==> config.mk <==
export PLATFORM = sky130hd
export DESIGN_NAME = swclk_select
export DESIGN_NICKNAME = d
export VERILOG_FILES = /design/src/core/swclk_pkg.sv /design/src/core/swclk_divider.sv /design/src/core/swclk_select.sv
export SDC_FILE = /design/constraint.sdc
export NUM_CORES = 1
export LEC_CHECK = 0
export ABC_AREA = 1
export BUFFER_PORTS_ARGS = -buffer_cell sky130_fd_sc_hd__buf_2
export CORE_ASPECT_RATIO = 1.5
export CORE_UTILIZATION = 25
export DETAILED_ROUTE_END_ITERATION = 16
export MAX_ROUTING_LAYER = met4
export PLACE_DENSITY = 0.37
export SYNTH_ARGS = -nofsm -noshare
export SYNTH_HDL_FRONTEND = slang
export SYNTH_SLANG_ARGS = --single-unit
==> constraint.sdc <==
create_clock -name I_CLK -period 7.05 [get_ports I_CLK]
set_input_delay 0.705 -clock I_CLK [delete_from_list [all_inputs] [get_ports I_CLK]]
set_output_delay 0.705 -clock I_CLK [all_outputs]
set_load 0.02 [all_outputs]
==> src/core/swclk_pkg.sv <==
// Purpose: constants for the switching clock source selector
// Assumes: 50 MHz system clock, strap levels already classified to codes
// Notes: frequencies in the table are held as divider values N of 8 MHz
package swclk_pkg;
   localparam int CLK_HZ = 50_000_000;
   localparam int BASE_HZ = 8_000_000;
   // period of one 8 MHz tick in system clocks, rounded down
   localparam int TICK_CYC = CLK_HZ / BASE_HZ;
   localparam logic [5:0] N_MIN = 6'h08;
   localparam logic [5:0] N_MAX = 6'h28;
   localparam logic [5:0] N_200K = 6'h28;
   localparam logic [5:0] N_400K = 6'h14;
   localparam logic [5:0] N_1M = 6'h08;
   // slowest legal ext clock 200 kHz is 250 clocks; give margin before loss
   localparam int LOSS_CYC = 2 * (CLK_HZ / 200_000);
   localparam int DET_EDGES = 4;
   // register indices
   localparam logic [3:0] REG_CTRL = 4'h0;
   localparam logic [3:0] REG_FREQ = 4'h1;
   localparam logic [3:0] REG_STAT = 4'h2;
   localparam logic [3:0] REG_RDBK = 4'h3;
   // strap level codes
   typedef enum logic [1:0]
   {
      LVL_LOW = 2'h0,
      LVL_OPEN = 2'h1,
      LVL_HIGH = 2'h2,
      LVL_RES = 2'h3
   } level_type;
   typedef enum logic [3:0]
   {
      ST_IDLE = 4'b0001,
      ST_SEARCH = 4'b0010,
      ST_LOCKED = 4'b0100,
      ST_INTERNAL = 4'b1000
   } state_type;
endpackage : swclk_pkg

==> src/core/swclk_divider.sv <==
// Purpose: programmable 8 MHz/N oscillator with phase restart
// Assumes: i_tick is a one-cycle 8 MHz pulse
// Notes: output high for the first half of each period
`timescale 1ns/1ns
`default_nettype none
module swclk_divider
(
   input wire logic i_clk,
   input wire logic i_reset,
   input wire logic i_ce,
   input wire logic i_tick,
   input wire logic i_align,
   input wire logic [5:0] i_n,
   output logic o_clk
);
   logic [5:0] count;
   wire logic wrap = (count >= i_n - 6'h01);

   always_ff @(posedge i_clk or posedge i_reset)
   begin
      if (i_reset)
      begin
         count <= 6'h00;
         o_clk <= 1'b0;
      end
      else if (i_ce)
      begin
         if (i_align)
         begin
            count <= 6'h00;
            o_clk <= 1'b1;
         end
         else if (i_tick)
         begin
            count <= wrap ? 6'h00 : count + 6'h01;
            o_clk <= wrap || (count + 6'h01 < {1'b0, i_n[5:1]});
         end
      end
   end
endmodule : swclk_divider
`default_nettype wire

==> src/core/swclk_select.sv <==
// Purpose: shared switching clock pin role, detection, lock and frequency
// Assumes: strap levels arrive pre-classified; pins synchronous to I_CLK
// Notes: register port is index-addressed, read data one cycle later
//
// The strobed register port and the register offsets were chosen for this implementation.
`timescale 1ns/1ns
`default_nettype none
module swclk_select
   import swclk_pkg::*;
#(
   parameter int LOSS_LIMIT = LOSS_CYC
)
(
   // clock, reset, enable
   input wire logic I_CLK,
   input wire logic I_RESET,
   input wire logic I_CE,
   // straps and resistor code, valid at start-up
   input wire logic [1:0] I_MODE_STRAP,
   input wire logic [1:0] I_PIN_STRAP,
   input wire logic [4:0] I_RES_CODE,
   input wire logic I_STARTUP_DONE,
   // converter enable
   input wire logic I_ENABLE,
   // shared clock pin
   input wire logic I_SYNC_IN,
   output logic O_SYNC_OUT,
   output logic O_SYNC_OE,
   // switching clock to the power stage
   output logic O_SW_CLK,
   output logic O_LOCKED,
   // register port
   input wire logic [3:0] I_ADDR,
   input wire logic [15:0] I_WDATA,
   input wire logic I_WR,
   input wire logic I_RD,
   output logic [15:0] O_RDATA
);
   localparam int PER_W = 12;
   // resistor table as divider values, index 0 is the lowest resistor
   function automatic logic [5:0] res_n(input logic [4:0] code);
      case (code)
         5'h00: res_n = 6'h28;
         5'h01: res_n = 6'h24;
         5'h02: res_n = 6'h21;
         5'h03: res_n = 6'h1e;
         5'h04: res_n = 6'h1b;
         5'h05: res_n = 6'h19;
         5'h06: res_n = 6'h16;
         5'h07: res_n = 6'h14;
         5'h08: res_n = 6'h13;
         5'h09: res_n = 6'h11;
         5'h0a: res_n = 6'h0f;
         5'h0b: res_n = 6'h0e;
         5'h0c: res_n = 6'h0d;
         5'h0d: res_n = 6'h0b;
         5'h0e: res_n = 6'h0a;
         5'h0f: res_n = 6'h09;
         default: res_n = 6'h08;
      endcase
   endfunction : res_n

   // latched straps
   level_type mode;
   level_type pin;
   logic [4:0] res_code;
   logic straps_taken;
   // software frequency
   logic sw_freq_en;
   logic [5:0] sw_n;
   // detection and lock
   state_type state;
   state_type next_state;
   logic enable_d;
   logic sync_d;
   logic [PER_W-1:0] per_count;
   logic [PER_W-1:0] last_period;
   logic [2:0] edge_count;
   logic [5:0] meas_n;
   logic [2:0] tick_count;
   logic [5:0] fb_n;
   logic osc;

   wire logic enable_rise = I_ENABLE && !enable_d;
   wire logic sync_rise = I_SYNC_IN && !sync_d;
   wire logic is_output = (mode == LVL_HIGH);
   wire logic is_auto = (mode == LVL_OPEN);
   wire logic clock_lost = (per_count >= PER_W'(LOSS_LIMIT));
   wire logic tick = (tick_count == 3'(TICK_CYC - 1));
   wire logic detected = sync_rise && (edge_count == 3'(DET_EDGES - 1));
   // period in clocks to N: N = period*8MHz/50MHz, rounded to nearest
   wire logic [PER_W+3:0] scaled = {4'h0, last_period} * 16'h0008
      + 16'h0019;
   wire logic [PER_W+3:0] quot = scaled / 16'h0032;
   wire logic [5:0] quot_n = (quot > 16'(N_MAX)) ? N_MAX :
      (quot < 16'(N_MIN)) ? N_MIN : quot[5:0];
   // requested kHz to N, nearest: (8000 + f/2) / f
   wire logic [15:0] req_khz = (I_WDATA == 16'h0000) ? 16'h0001 : I_WDATA;
   wire logic [15:0] req_q = (16'h1f40 + (req_khz >> 1)) / req_khz;
   wire logic [5:0] req_n = (req_q > 16'(N_MAX)) ? N_MAX :
      (req_q < 16'(N_MIN)) ? N_MIN : req_q[5:0];
   // strap frequency, chosen by the pin strap (resistor code when LVL_RES)
   wire logic [5:0] strap_n =
      (pin == LVL_LOW) ? N_200K :
      (pin == LVL_HIGH) ? N_1M :
      (pin == LVL_RES) ? res_n(res_code) : N_400K;
   wire logic [5:0] free_n = sw_freq_en ? sw_n :
      is_output ? N_400K :
      is_auto ? strap_n : N_400K;
   wire logic [5:0] run_n = (state == ST_INTERNAL) ? fb_n : free_n;
   wire logic align = (state == ST_LOCKED) && sync_rise;
   wire logic [15:0] rd_value =
      (I_ADDR == REG_CTRL) ? {15'h0000, sw_freq_en} :
      (I_ADDR == REG_FREQ) ? {10'h000, sw_n} :
      (I_ADDR == REG_STAT) ? {8'h00, state, mode, pin} :
      (I_ADDR == REG_RDBK) ? {10'h000, run_n} : 16'h0000;

   // straps taken once after start-up, held until I_RESET
   always_ff @(posedge I_CLK or posedge I_RESET)
   begin
      if (I_RESET)
      begin
         mode <= LVL_LOW;
         pin <= LVL_OPEN;
         res_code <= 5'h00;
         straps_taken <= 1'b0;
      end
      else if (I_CE && I_STARTUP_DONE && !straps_taken)
      begin
         mode <= level_type'(I_MODE_STRAP);
         pin <= level_type'(I_PIN_STRAP);
         res_code <= I_RES_CODE;
         straps_taken <= 1'b1;
      end
   end

   always_comb
   begin
      next_state = state;
      unique case (state)
         ST_IDLE:
            if (enable_rise && straps_taken && !is_output)
               next_state = ST_SEARCH;
         ST_SEARCH:
            if (detected)
               next_state = ST_LOCKED;
            else if (clock_lost)
               next_state = ST_IDLE;
         ST_LOCKED:
            if (clock_lost)
               next_state = ST_INTERNAL;
         ST_INTERNAL:
            if (enable_rise)
               next_state = ST_SEARCH;
      endcase
      if (!I_ENABLE && state == ST_SEARCH)
         next_state = ST_IDLE;
      if (is_output)
         next_state = ST_IDLE;
   end

   always_ff @(posedge I_CLK or posedge I_RESET)
   begin
      if (I_RESET)
      begin
         state <= ST_IDLE;
         enable_d <= 1'b0;
         sync_d <= 1'b0;
         per_count <= '0;
         last_period <= '0;
         edge_count <= 3'h0;
         tick_count <= 3'h0;
         fb_n <= N_400K;
      end
      else if (I_CE)
      begin
         state <= next_state;
         enable_d <= I_ENABLE;
         sync_d <= I_SYNC_IN;
         tick_count <= tick ? 3'h0 : tick_count + 3'h1;
         if (sync_rise || state == ST_IDLE || state == ST_INTERNAL)
            per_count <= '0;
         else if (!clock_lost)
            per_count <= per_count + PER_W'(1);
         if (sync_rise && state != ST_IDLE)
            last_period <= per_count;
         if (state != ST_SEARCH)
            edge_count <= 3'h0;
         else if (sync_rise)
            edge_count <= edge_count + 3'h1;
         if (state == ST_LOCKED && next_state == ST_INTERNAL)
            fb_n <= quot_n;
      end
   end

   // software frequency programming
   always_ff @(posedge I_CLK or posedge I_RESET)
   begin
      if (I_RESET)
      begin
         sw_freq_en <= 1'b0;
         sw_n <= N_400K;
      end
      else if (I_CE && I_WR)
      begin
         if (I_ADDR == REG_CTRL)
            sw_freq_en <= I_WDATA[0];
         if (I_ADDR == REG_FREQ)
            sw_n <= req_n;
      end
   end

   swclk_divider u_osc
   (
      .i_clk(I_CLK),
      .i_reset(I_RESET),
      .i_ce(I_CE),
      .i_tick(tick),
      .i_align(align),
      .i_n(run_n),
      .o_clk(osc)
   );

   always_ff @(posedge I_CLK or posedge I_RESET)
   begin
      if (I_RESET)
      begin
         O_SYNC_OUT <= 1'b0;
         O_SYNC_OE <= 1'b0;
         O_SW_CLK <= 1'b0;
         O_LOCKED <= 1'b0;
         O_RDATA <= 16'h0000;
      end
      else if (I_CE)
      begin
         O_SYNC_OE <= is_output && straps_taken;
         O_SYNC_OUT <= is_output && osc;
         O_SW_CLK <= (state == ST_LOCKED) ? I_SYNC_IN : osc;
         O_LOCKED <= (state == ST_LOCKED);
         if (I_RD)
            O_RDATA <= rd_value;
      end
   end

   a_output_never_locks: assert property (@(posedge I_CLK)
      disable iff (I_RESET) is_output |=> state == ST_IDLE)
      else $error("output mode entered detection");
   a_enable_starts_search: assert property (@(posedge I_CLK)
      disable iff (I_RESET)
      I_CE && enable_rise && straps_taken && !is_output && state == ST_IDLE
      |=> state == ST_SEARCH)
      else $error("enable did not start clock search");
   a_loss_fallback: assert property (@(posedge I_CLK)
      disable iff (I_RESET)
      I_CE && state == ST_LOCKED && clock_lost && !is_output
      |=> state == ST_INTERNAL)
      else $error("lost clock did not fall back");
   a_sw_n_range: assert property (@(posedge I_CLK)
      disable iff (I_RESET) sw_n >= N_MIN && sw_n <= N_MAX)
      else $error("software divider out of range");
   a_strap_held: assert property (@(posedge I_CLK)
      disable iff (I_RESET) straps_taken |=> $stable(pin))
      else $error("strap changed after start-up");
   // oscillator phase restarts high on each incoming rising edge while locked
   a_align_restart: assert property (@(posedge I_CLK)
      disable iff (I_RESET) I_CE && align |=> osc)
      else $error("oscillator not restarted by incoming edge");
endmodule : swclk_select
`default_nettype wire

# Word-level counts from Yosys, hierarchy flattened
# Memories as Yosys holds them, arrays and structs flattened.
# Index checks and enable logic that the tools add are counted.
# totals
reg_bits	86
latchBits	0
mem_bits_rw	0
rom_bits	96
output_inout_bits	20
mem_count	1
# op_classes
add_sub_neg	7
mul	0
div	2
n_lt_le_gt_ge	7
n_eq_ne	17
shifts	0
n_mux	36
bitwise	0
n_reduce_logical	35
# memory_table
name	depth	width	rd	rd_ports_with_merged_regs	wr	line_no	text
(name not given)	16	6	1	0	0	swclk_select.sv:42	case (code)
# ops
cell	count
$mux W6	16
$gt A16 B6 Y1 const B	2
$lt A16 B4 Y1 const B	2
$mux W4	7
$mux W12	2
$mux W8	3
$add A13 B15 Y16 const A	1
$add A15 B5 Y16 const B	1
$div A16 B16 Y16	1
$div A16 B6 Y16 const B	1
$logic_not A16 Y1	1
$mux W16	1
$pmux W4 S4	1
$reduce_and A2 Y1	8
$logic_and A1 B1 Y1	14
$add A12 B1 Y12 const B	1
$eq A4 B2 Y1 const B	3
$ge A12 B9 Y1 const B	1
$mux W3	3
$eq A4 B1 Y1 const B	2
$eq A4 B4 Y1 const B	2
$add A3 B1 Y3 const B	2
$add A6 B1 Y6 const B	1
$eq A2 B2 Y1 const B	3
other kinds (16)	25

# Longest topological paths before layout
# Gate-level depths: netlist (run 1).
# An unclocked memory read counts as a cell.
# depth
ltp_word	14
ltp_mapped	249

# Modules after synthesis
# A second synthesis (run 1) with hierarchy kept.
# unflattened
hier_cells	1997
hier_area_um2	12969.9
# modules_own_cells
module	n_inst	cells_per_inst	area_per_inst_um2	seq_area_each_um2
swclk_select	1	1900	12279.3	1784.2
swclk_divider	1	97	690.7	175.2

# Worst setup path after synthesis (run 1)
# No wires, ideal clock.
# synth_timing
path_type	input port to flip-flop
from	in I_WDATA[15]
to	reg sw_n[0]
arrival_time_ns	34.004
t_required_ns	6.928
setup_slack_ns	-27.076
cell_stages	241
n_path_buf	7
path_cell_list	nor2_1 > inv_1 > nor2_1 > inv_1 > nor2_1 > inv_1 > nor2_1 > inv_1 > nor2_1 > inv_1 > nor2_1 > nor2_1 > ha_1 > o2111ai_1 > o22ai_1 > ha_1 > o21ai_0 > inv_1 > (+205 left out) > o21a_1 > o21a_1 > o21a_1 > o211ai_1 > nand2_1 > a21oi_1 > nor2_1 > o211ai_1 > nand2_1 > o41ai_1 > inv_1 > nor4_1 > inv_1 > nor2_1 > nand3_1 > nand2_1 > inv_1 > a32o_1
# synth_via
elab_chain_cells	7
word_cells_on_any_way	8
cone_classes	add/sub: 1; div: 1; order compare: 2; mux: 3; reduce/logical: 1
# synth_rtl
element	line_no	text
start: declaration	swclk_select.sv:34	input wire logic [15:0] I_WDATA,
$logic_not A16 Y1	swclk_select.sv:98	wire logic [15:0] req_khz = (I_WDATA == 16'h0000) ? 16'h0001 : I_WDATA;
$mux W16 *	swclk_select.sv:98	
$add A13 B15 Y16	swclk_select.sv:99	wire logic [15:0] req_q = (16'h1f40 + (req_khz >> 1)) / req_khz;
$div A16 B16 Y16 *	swclk_select.sv:99	
$lt A16 B4 Y1	swclk_select.sv:101	(req_q < 16'(N_MIN)) ? N_MIN : req_q[5:0];
$mux W6	swclk_select.sv:101	
$mux W6 *	swclk_select.sv:100	wire logic [5:0] req_n = (req_q > 16'(N_MAX)) ? N_MAX :
end signal: assignment	swclk_select.sv:209	sw_n <= req_n;
end: declaration	swclk_select.sv:70	logic [5:0] sw_n;
# Mark *: on every way between the ends. The rest lies on a longest branch, timed or not.
# A chain may end at the register's enable or synchronous reset.

# Final worst setup path (run 1)
# Ends and elaborated chain as after synthesis.

==> results.yml, run 1 <==
status:
  status: "finished with violations"
  violations: "setup timing"
critical_path:
  crit_path_end_kind: "register"
  cp_slowest_cell: "ha_1"
  crit_path_frequent_cell: "buf_4"
  reg2reg_from: "last_period[0]"
  crit_path_start_kind: "input port"
  cp_top_family: "compound AO/OA/AOI/OAI gates"
  critical_path_required_ps: 7290
  cp_num_buf_inv: 83
  r2r_end: "fb_n[0]"
  arrival_ps: 30310
  worstSetupPathType: "in -> reg"
  rr_worst_depth: 60
  r2r_slack_ps: 160
  max_stage_delay_ps: 360
  cp_max_fo: 8
sta:
  worst_slack_ps: -23020
  hold_viol: 0
  grt_setup_unrepaired: "true"
  fmax_ghz: 0.0333
  slew_headroom_pct: 31.6
  finalCritPeriodShare_pct: 427
  finalSetupViolations: 6
  fin_crit_ps: 30070
  fin_skew_ps: 13.6
  final_max_slew_viol_count: 0
  worst_slew_pin_slew_ps: 1030
global_route:
  use_met3_pct: 0.842
  top_usage_layer: "met2"
  use_met1_pct: 16.4
  grt_max_degree: 79
  grt_pass1_vias: 15900
  grt.overflow.total: 0
  antenna_found_initial: 0
  grt_pass1_wl_um: 78100
  use_met2_pct: 41.6
  grt_usage_pct: 18.9
synth:
  synthSimpleGateAreaFrac_pct: 32.5
  synth_cells: 1971
  ys_warn_count: 0
  synthDistinctLibCells: 67
  synth_compound_area_share_pct: 18.1
  synthFlopType: "dfrtp_1"
  synth_top_family_by_area: "simple AND/OR/NAND/NOR gates"
  ys_seq_area_share_pct: 14.9
  synth_adder_area_share_pct: 15.9
  synth_xor_area_share_pct: 8.72
  synthArstFlopShare_pct: 100
  muxShareOfSynthArea_pct: 0.0761
  ys_ff_latch: 78
  synth_edf_count: 0
  synth_area_mm2: 0.0132
  syn_avg_cell_area_um2: 6.67
route:
  drt-initial-drc-count: 415
  vias: 15500
  vias_per_cell: 4.53
  avgRoutedWirePerCell_um: 14.6
  wl_um: 49900
  dr.pass1.iters: 4
  postRouteAntennaNets: 0
  drc_errors: 0
min_path:
  hp-start: "fb_n[2]"
  whs_path_depth: 2
  hp-class: "reg -> reg"
  hold_end: "fb_n[2]"
clock_network:
  cts-htree-levels: 3
  cts_tree: "yes"
  root_buffer: "clkbuf_16"
  cts_made_buffers: 9
  cts_sinks: 78
  hold_buffers: 0
  clk_pin_slew_ps: 60
  clk_latency_ps: 360
  clock_path_buffers: 2
die:
  start_util_pct: 25.4
  die_h_um: 283
  die_area_mm2: 0.0536
  core_mm2: 0.0518
  pin_count: 57
  die_w_um: 189
  num_rows: 102
pwr:
  peakVddDrop_mv: 0.306
  p_leak_nw: 11.5
  total_power_mw: 6.51
  power_density_mw_per_mm2: 302
final_layout:
  area.growth.synth_to_final_pct: 63.8
  antenna_cells: 0
  drive_above_1_share_pct: 44.8
  multiInputGateArea_mm2: 0.0113
  seq_area_mm2: 0.00196
  nNetsFinal: 2951
  n_fill_cell: 5463
placement:
  port-buffer-count: 48
  dp_hpwl_um: 39300
  routabilityCongestion: 0.842
  pre_cts_ws_ps: -24070
flow_run:
  maxCapViolations: 0
-- registers in the layout, indices dropped and copies added, names as in the netlist, 2 cells and up --
name and count:
O_RDATA 8, edge_count 3, fb_n 6, last_period 12
mode 2, per_count 12, pin 2, res_code 5
state 4, sw_n 6, tick_count 3, u_osc.count 6
-- metrics by stage --
step	setup TNS [ps]	util (%)	cell area [um^2]	hold WS, ps	instances
finish	-137430	41.6	21500	481	3428
global placement	-143490	34.9	18100	458	3159
floorplan	-142310	-	13500	444	1978
CTS	-135480	38.8	20100	479	3361
detailed placement	-145540	34.9	18100	466	3159
global route	-152370	41.6	21500	503	3428
-- worst max path at each step --
stage / from / to / cells past startpoint / slack (ps)
2_1_floorplan: I_WDATA[15] / sw_n[0] / 246 / -23900
3_3_place_gp: I_WDATA[15] / sw_n[0] / 228 / -23710
3_5_place_dp: I_WDATA[15] / sw_n[0] / 233 / -24070
4_1_cts: I_WDATA[14] / sw_n[0] / 241 / -22650
5_1_grt: I_WDATA[15] / sw_n[0] / 239 / -25150
6_report: I_WDATA[15] / sw_n[0] / 234 / -23020
-- final cells by class --
type	count	area share [%]
multi-input cells	1575	52.7
repair buffers	799	27.8
flip-flops and latches	78	9.11
inverters	284	5.06
well taps	676	3.93
clock buffers	9	1.05
clock inverters	7	0.377
-- synthesized netlist by cell type (all sizes together), types with 12 or more instances --
library cell    n  area share [%]
nand3         128             6.0
o21ai         174             6.8
dfrtp          72              14
nand2         482              17
inv           281             8.1
nand4          31             1.5
nor2          169             5.6
ha            167              16
a21o           47             2.7
xnor2          75             5.0
clkbuf         30            0.86
nor3           35             1.4
a21oi         106             4.3
or2            12            0.57
xor2           53             3.7
-- placed cells by master, fill, tap and decap left out, drive strengths merged, types with 5 or more instances in the layout --
| master | count |
|---|---|
| a32o | 5 |
| clkbuf | 9 |
| buf | 799 |
| nor2 | 169 |
| o31ai | 8 |
| a221oi | 5 |
| a21o | 47 |
| dfstp | 6 |
| ha | 167 |
| a21oi | 106 |
| conb | 8 |
| o21a | 8 |
| nand3 | 128 |
| o21ai | 174 |
| nor3 | 35 |
| dfrtp | 72 |
| nand2 | 482 |
| o21bai | 11 |
| o211ai | 7 |
| xor2 | 53 |
| inv | 282 |
| xnor2 | 75 |
| nand4 | 31 |
| nand3b | 7 |
| clkinv | 8 |
| nor4 | 6 |
| or2 | 12 |
-- worst reg2reg max path: cells and delay by family, from the launching register on --
family	cells	cell delay, ps
AND/OR/NAND/NOR	48	4740
buffers and inverters	6	710
XOR/XNOR	2	370
flip-flops	1	350
adder cells (fa/ha/maj)	2	350
AO/OA/AOI/OAI	2	320
-- power by group --
group	switching, mW	total, mW	internal (mW)
registers	0.0684	0.599	0.530
clock network	0.211	0.491	0.280
logic	2.86	5.42	2.56
total	3.14	6.51	3.37
-- layer usage --
metal / wire length, um / up-vias
met4: 1550 / 0
met3: 465 / 82
met1: 17000 / 7225
li1: - / 8074
met2: 30900 / 136
met5: 0 / -
-- kinds of logic (layout without fill, tap and decap cells) --
group           count (synthesis)  in the layout
buf+inv                       325           1099
mux                             1              1
flops                          78             78
compound gates                399            399
other cells                     1              8
xor+xnor                      128            128
fa+ha+maj                     167            167
simple gates                  872            872
-- timing repair --
item | 4_1_cts | 5_1_grt
endpoints found under the setup margin | 12 | 12
endpoints found under the hold margin | 0 | 0
resized for setup | 86 | 227
pin swaps | 125 | 176
buffers inserted | 186 | 72
No activity file was read; power rests on OpenSTA's default activity.
==> run 2: changes to the inputs <==
Settings changed: RECOVER_POWER set to 25.
==> results.yml, run 2 (synthesized netlist as in run 1, its figures left out) <==
global_route:
  grt_usage_pct: 18.9
  grt.overflow.total: 0
  grt_pass1_vias: 15900
  grt_max_degree: 79
  antenna_found_initial: 0
  grt_pass1_wl_um: 78100
sta:
  worst_slew_pin_slew_ps: 4310
  slew_headroom_pct: -187
  grt_setup_unrepaired: "true"
  hold_viol: 0
  whs_ps: 481
  worst_slack_ps: -23020
  fin_skew_ps: 13.6
  finalSetupViolations: 6
  final_max_slew_viol_count: 79
  fin_crit_ps: 30070
  fmax_ghz: 0.0333
  finalCritPeriodShare_pct: 427
clock_network:
  cts-htree-levels: 3
  root_buffer: "clkbuf_16"
  clk_latency_ps: 360
  clock_path_buffers: 2
  clk_pin_slew_ps: 60
  cts_made_buffers: 9
  cts_tree: "yes"
  cts_sinks: 78
critical_path:
  max_stage_delay_ps: 360
  cp_slowest_cell: "ha_1"
  crit_path_start_kind: "input port"
  crit_path_end_kind: "register"
  arrival_ps: 30310
  worstSetupPathType: "in -> reg"
  cp_max_fo: 8
  rr_worst_depth: 60
  crit_path_frequent_cell: "buf_4"
  critical_path_required_ps: 7290
final_layout:
  drive_above_1_share_pct: 44.8
  n_fill_cell: 5465
  final_common_cell: "buf_4"
  antenna_cells: 0
  layout_common_cells: "buf_4, nand2_1, inv_1, ha_1, nor2_1"
  final_util_pct: 41.6
  nNetsFinal: 2951
  reg.largest.list: "last_period x12, per_count x12, O_RDATA x8"
  area.growth.synth_to_final_pct: 63.8
route:
  drc_errors: 0
  vias_per_cell: 4.53
  avgRoutedWirePerCell_um: 14.6
  dr.pass1.iters: 4
  vias: 15500
  wl_um: 49900
  drt-initial-drc-count: 415
  postRouteAntennaNets: 0
pwr:
  peakVddDrop_mv: 0.306
  p_leak_nw: 11.5
  power_density_mw_per_mm2: 302
min_path:
  whs_path_depth: 2
  hp-class: "reg -> reg"
die:
  die_h_um: 283
  num_rows: 102
  start_util_pct: 25.4
  pin_count: 57
  die_w_um: 189
  die_area_mm2: 0.0536
  core_mm2: 0.0518
placement:
  port-buffer-count: 48
  dp_hpwl_um: 39300
  routabilityCongestion: 0.842
flow_run:
  maxCapViolations: 1
status:
  violations: "capacitance limit, slew limit, setup timing"
  status: "finished with violations"
[run 2: cell count changes in the layout (fill, tap and decap cells not counted)]
cell,delta
clkbuf_1,+1
buf_4,-1
clkinvlp_2,+1
clkinv_2,-1
[run 2: worst paths after layout]
| check | startpoint | end | slack, ps |
|---|---|---|---|
| max | I_WDATA[15] | sw_n[0] | -23020 |
| max in group asynchronous | I_RESET | last_period[3] | 2250 |
| min | fb_n[2] | fb_n[2] | 480 |
| max reg2reg | last_period[0] | fb_n[0] | 160 |
| min reg2reg | fb_n[2] | fb_n[2] | 480 |
| min in group asynchronous | I_RESET | O_LOCKED | 2050 |
[run 2: routing by layer]
metal / up-vias / GRT usage, % / share of wire [%]
met4: 0 / 5.16 / 3.1
met5: - / - / 0
met2: 136 / 41.6 / 62
met3: 82 / 0.842 / 0.93
met1: 7225 / 16.4 / 34
li1: 8074 / - / -
[run 2: metrics by stage]
stage | power, mW | instances | instance area (um^2) | setup TNS (ps) | worst slack (ps)
floorplan | 3.36 | 1978 | 13500 | -142310 | -23900
detailed placement | 4.98 | 3159 | 18100 | -145540 | -24070
finish | 6.51 | 3428 | 21500 | -137430 | -23020
global placement | 4.97 | 3159 | 18100 | -143490 | -23710
global route | 7.12 | 3428 | 21500 | -152370 | -25150
CTS | 5.91 | 3361 | 20100 | -135480 | -22650
[run 2: cell type report]
class,instances,area (um^2),area share [%]
Timing Repair Buffer,799,5990,27.8
Clock inverter,7,81.3,0.378
Sequential cell,78,1960,9.11
Tap cell,676,846,3.93
Clock buffer,9,225,1.05
Multi-Input combinational cell,1575,11300,52.7
Inverter,284,1090,5.06
[run 2: worst max-delay path, delay by kind of cell]
| kind | cells | cell delay, ps |
|---|---|---|
| AOI/OAI and AO/OA | 76 | 10890 |
| xor gates and xnor gates | 2 | 250 |
| adders and majority gates | 16 | 4170 |
| buffers and inverters | 83 | 8820 |
| muxes | 1 | 200 |
| and+or+nand+nor | 56 | 5250 |
[run 2: repair_timing]
action                     CTS  global route
pin swaps                  125           176
setup buffers              186            72
resized for setup           86           227
hold buffers                 0             0
setup endpoints to repair   12            12
[run 2: power by group]
group | switching (mW) | total, mW | internal [mW]
Combinational | 2.86 | 5.42 | 2.56
Clock | 0.211 | 0.491 | 0.280
Sequential | 0.0684 | 0.599 | 0.531
Total | 3.14 | 6.51 | 3.37
==> run 3: changes to the inputs <==
Settings changed: ABC_AREA 1 to not set, HOLD_SLACK_MARGIN set to 0.02, REMOVE_ABC_BUFFERS set to 1.
==> results.yml, run 3 <==
synth:
  synth_most_common_cell: "nand2_1"
  synthArstFlopShare_pct: 100
  synthTopCellsByCount: "nand2_1, ha_1, nor3_1"
  synth_edf_count: 0
  ys_ff_latch: 78
  ys_warn_count: 0
  yosysTopAreaCell: "ha_1"
  synthFlopType: "dfrtp_1"
  syn_avg_cell_area_um2: 7.65
  synth_area_mm2: 0.0131
  ys_seq_area_share_pct: 14.9
  synth_cells: 1713
  netlist.area_leader.share_pct: 15.9
  synth_area_leaders: "ha_1, dfrtp_1, o21a_1"
  synthDistinctLibCells: 109
clock_network:
  clock_path_buffers: 2
  root_buffer: "clkbuf_16"
  cts_sinks: 78
  clk_latency_ps: 340
  cts_made_buffers: 9
  clk_pin_slew_ps: 60
  hold_buffers: 0
  cts-htree-levels: 3
  cts_tree: "yes"
route:
  drc_errors: 0
  vias_per_cell: 5.05
  avgRoutedWirePerCell_um: 16.6
  postRouteAntennaNets: 0
  wl_um: 50600
  drt-initial-drc-count: 473
  vias: 15400
  dr.pass1.iters: 5
critical_path:
  cp_slowest_cell: "mux2_4"
  max_stage_delay_ps: 340
  critical_path_required_ps: 7260
  crit_path_start_kind: "input port"
  arrival_ps: 33420
  worstSetupPathType: "in -> reg"
  cp_max_fo: 5
  cp_top_family: "compound AO/OA/AOI/OAI gates"
  crit_path_frequent_cell: "o21a_1"
  crit_path_end_kind: "register"
  cp_num_buf_inv: 23
global_route:
  grt_pass1_wl_um: 81300
  antenna_found_initial: 1
  grt.overflow.total: 0
  grt_max_degree: 79
  grt_usage_pct: 19.4
  grt_pass1_vias: 15900
pwr:
  p_leak_nw: 9.45
  power_density_mw_per_mm2: 210
  peakVddDrop_mv: 0.126
  total_power_mw: 4.39
placement:
  dp.cells: 2854
  port-buffer-count: 48
  routabilityCongestion: 0.839
  dp_hpwl_um: 39500
final_layout:
  drive_above_1_share_pct: 43.8
  reg.largest.list: "last_period x12, per_count x12, O_RDATA x8"
  nNetsFinal: 2566
  n_fill_cell: 5352
  final_util_pct: 40.5
  antenna_cells: 0
  area.growth.synth_to_final_pct: 59.7
  stdcell_count: 3043
  layout_common_cells: "buf_4, nand2_1, ha_1, nor3_1, nor2_1"
  final_common_cell: "buf_4"
die:
  core_mm2: 0.0517
  pin_count: 57
  die_h_um: 282
  die_w_um: 189
  num_rows: 102
  start_util_pct: 25.4
  die_area_mm2: 0.0534
sta:
  grt_setup_unrepaired: "true"
  fmax_ghz: 0.0301
  final_max_slew_viol_count: 79
  slew_headroom_pct: -184
  finalCritPeriodShare_pct: 471
  hold_viol: 0
  finalSetupViolations: 10
  worst_slew_pin_slew_ps: 4250
  fin_skew_ps: 7.24
  whs_ps: 469
  fin_crit_ps: 33210
  worst_slack_ps: -26160
status:
  status: "finished with violations"
  violations: "capacitance limit, slew limit, setup timing"
min_path:
  hp-class: "reg -> reg"
flow_run:
  maxCapViolations: 1
run 3: changes by cell type in the layout (fill, tap and decap cells not counted), sizes merged, moves of 60 or more:
cell / previous run / this run
buf: 798 / 702
inv: 282 / 73
nand2: 482 / 175
nand3: 128 / 53
nor3: 35 / 129
o21a: 8 / 110
o21ai: 174 / 107
o31ai: 8 / 68
run 3: cells by family after synthesis:
group                    share of synthesized area [%]
AO/OA/AOI/OAI                                     30.1
XOR/XNOR                                          4.16
adder cells (fa/ha/maj)                           15.9
buffers and inverters                             4.83
flip-flops                                        14.9
multiplexers                                      6.33
other                                           0.0286
AND/OR/NAND/NOR                                   23.7
run 3: what timing repair did:
action / 4_1_cts / 5_1_grt
resized for setup: 261 / 128
pin swaps: 120 / 98
buffers inserted: 149 / 61
setup endpoints to repair: 11 / 10
gates cloned: 3 / 0
run 3: per-stage QoR:
step | worst slack [ps] | TNS (ps) | cell area (um^2)
after floorplan | -34040 | -174510 | 12800
after global placement | -28000 | -147130 | 17500
after detailed placement | -28400 | -149420 | 17500
after CTS | -26570 | -138680 | 20100
after global routing | -28240 | -146570 | 20900
final | -26160 | -134410 | 20900
run 3: worst paths after layout:
path,slack [ps],to,startpoint,cells after the start
worst max register to register,-730,fb_n[4],last_period[0],35
worst min-delay path,470,fb_n[4],fb_n[4],2
worst min register to register,470,fb_n[4],fb_n[4],2
max in group asynchronous,2320,last_period[2],I_RESET,3
min in group asynchronous,2050,last_period[8],I_RESET,3
worst max-delay path,-26160,sw_n[3],I_WDATA[15],201
run 3: layer usage:
metal	vias to the layer above	global-route usage [%]	routed length, um
met1	7410	19.5	19300
met3	66	1.00	624
met2	161	40.2	29600
met5	-	-	0
li1	7735	-	-
met4	0	4.51	1090
run 3: layout make-up:
cell class / count / area (um^2) / share of cell area, %
clock buffers: 11 / 233 / 1.11
clock inverters: 5 / 60.1 / 0.287
repair buffers: 703 / 5330 / 25.5
inverters: 74 / 282 / 1.34
flip-flops and latches: 78 / 1960 / 9.38
multi-input cells: 1496 / 12200 / 58.4
well taps: 676 / 846 / 4.04
run 3: worst register-to-register path, delay by kind of cell (launching register included):
| kind | cells | cell delay, ps |
|---|---|---|
| compound gates | 15 | 3150 |
| xor+xnor | 2 | 370 |
| fa+ha+maj | 2 | 370 |
| buf+inv | 7 | 1070 |
| flops | 1 | 380 |
| simple gates | 9 | 2400 |
run 3: power by group:
group	leakage (nW)	internal (mW)	total, mW	switching, mW
sequential	1.01	0.505	0.579	0.0745
clock	0.140	0.275	0.464	0.188
combinational	8.30	1.72	3.35	1.63
total	9.45	2.50	4.39	1.89
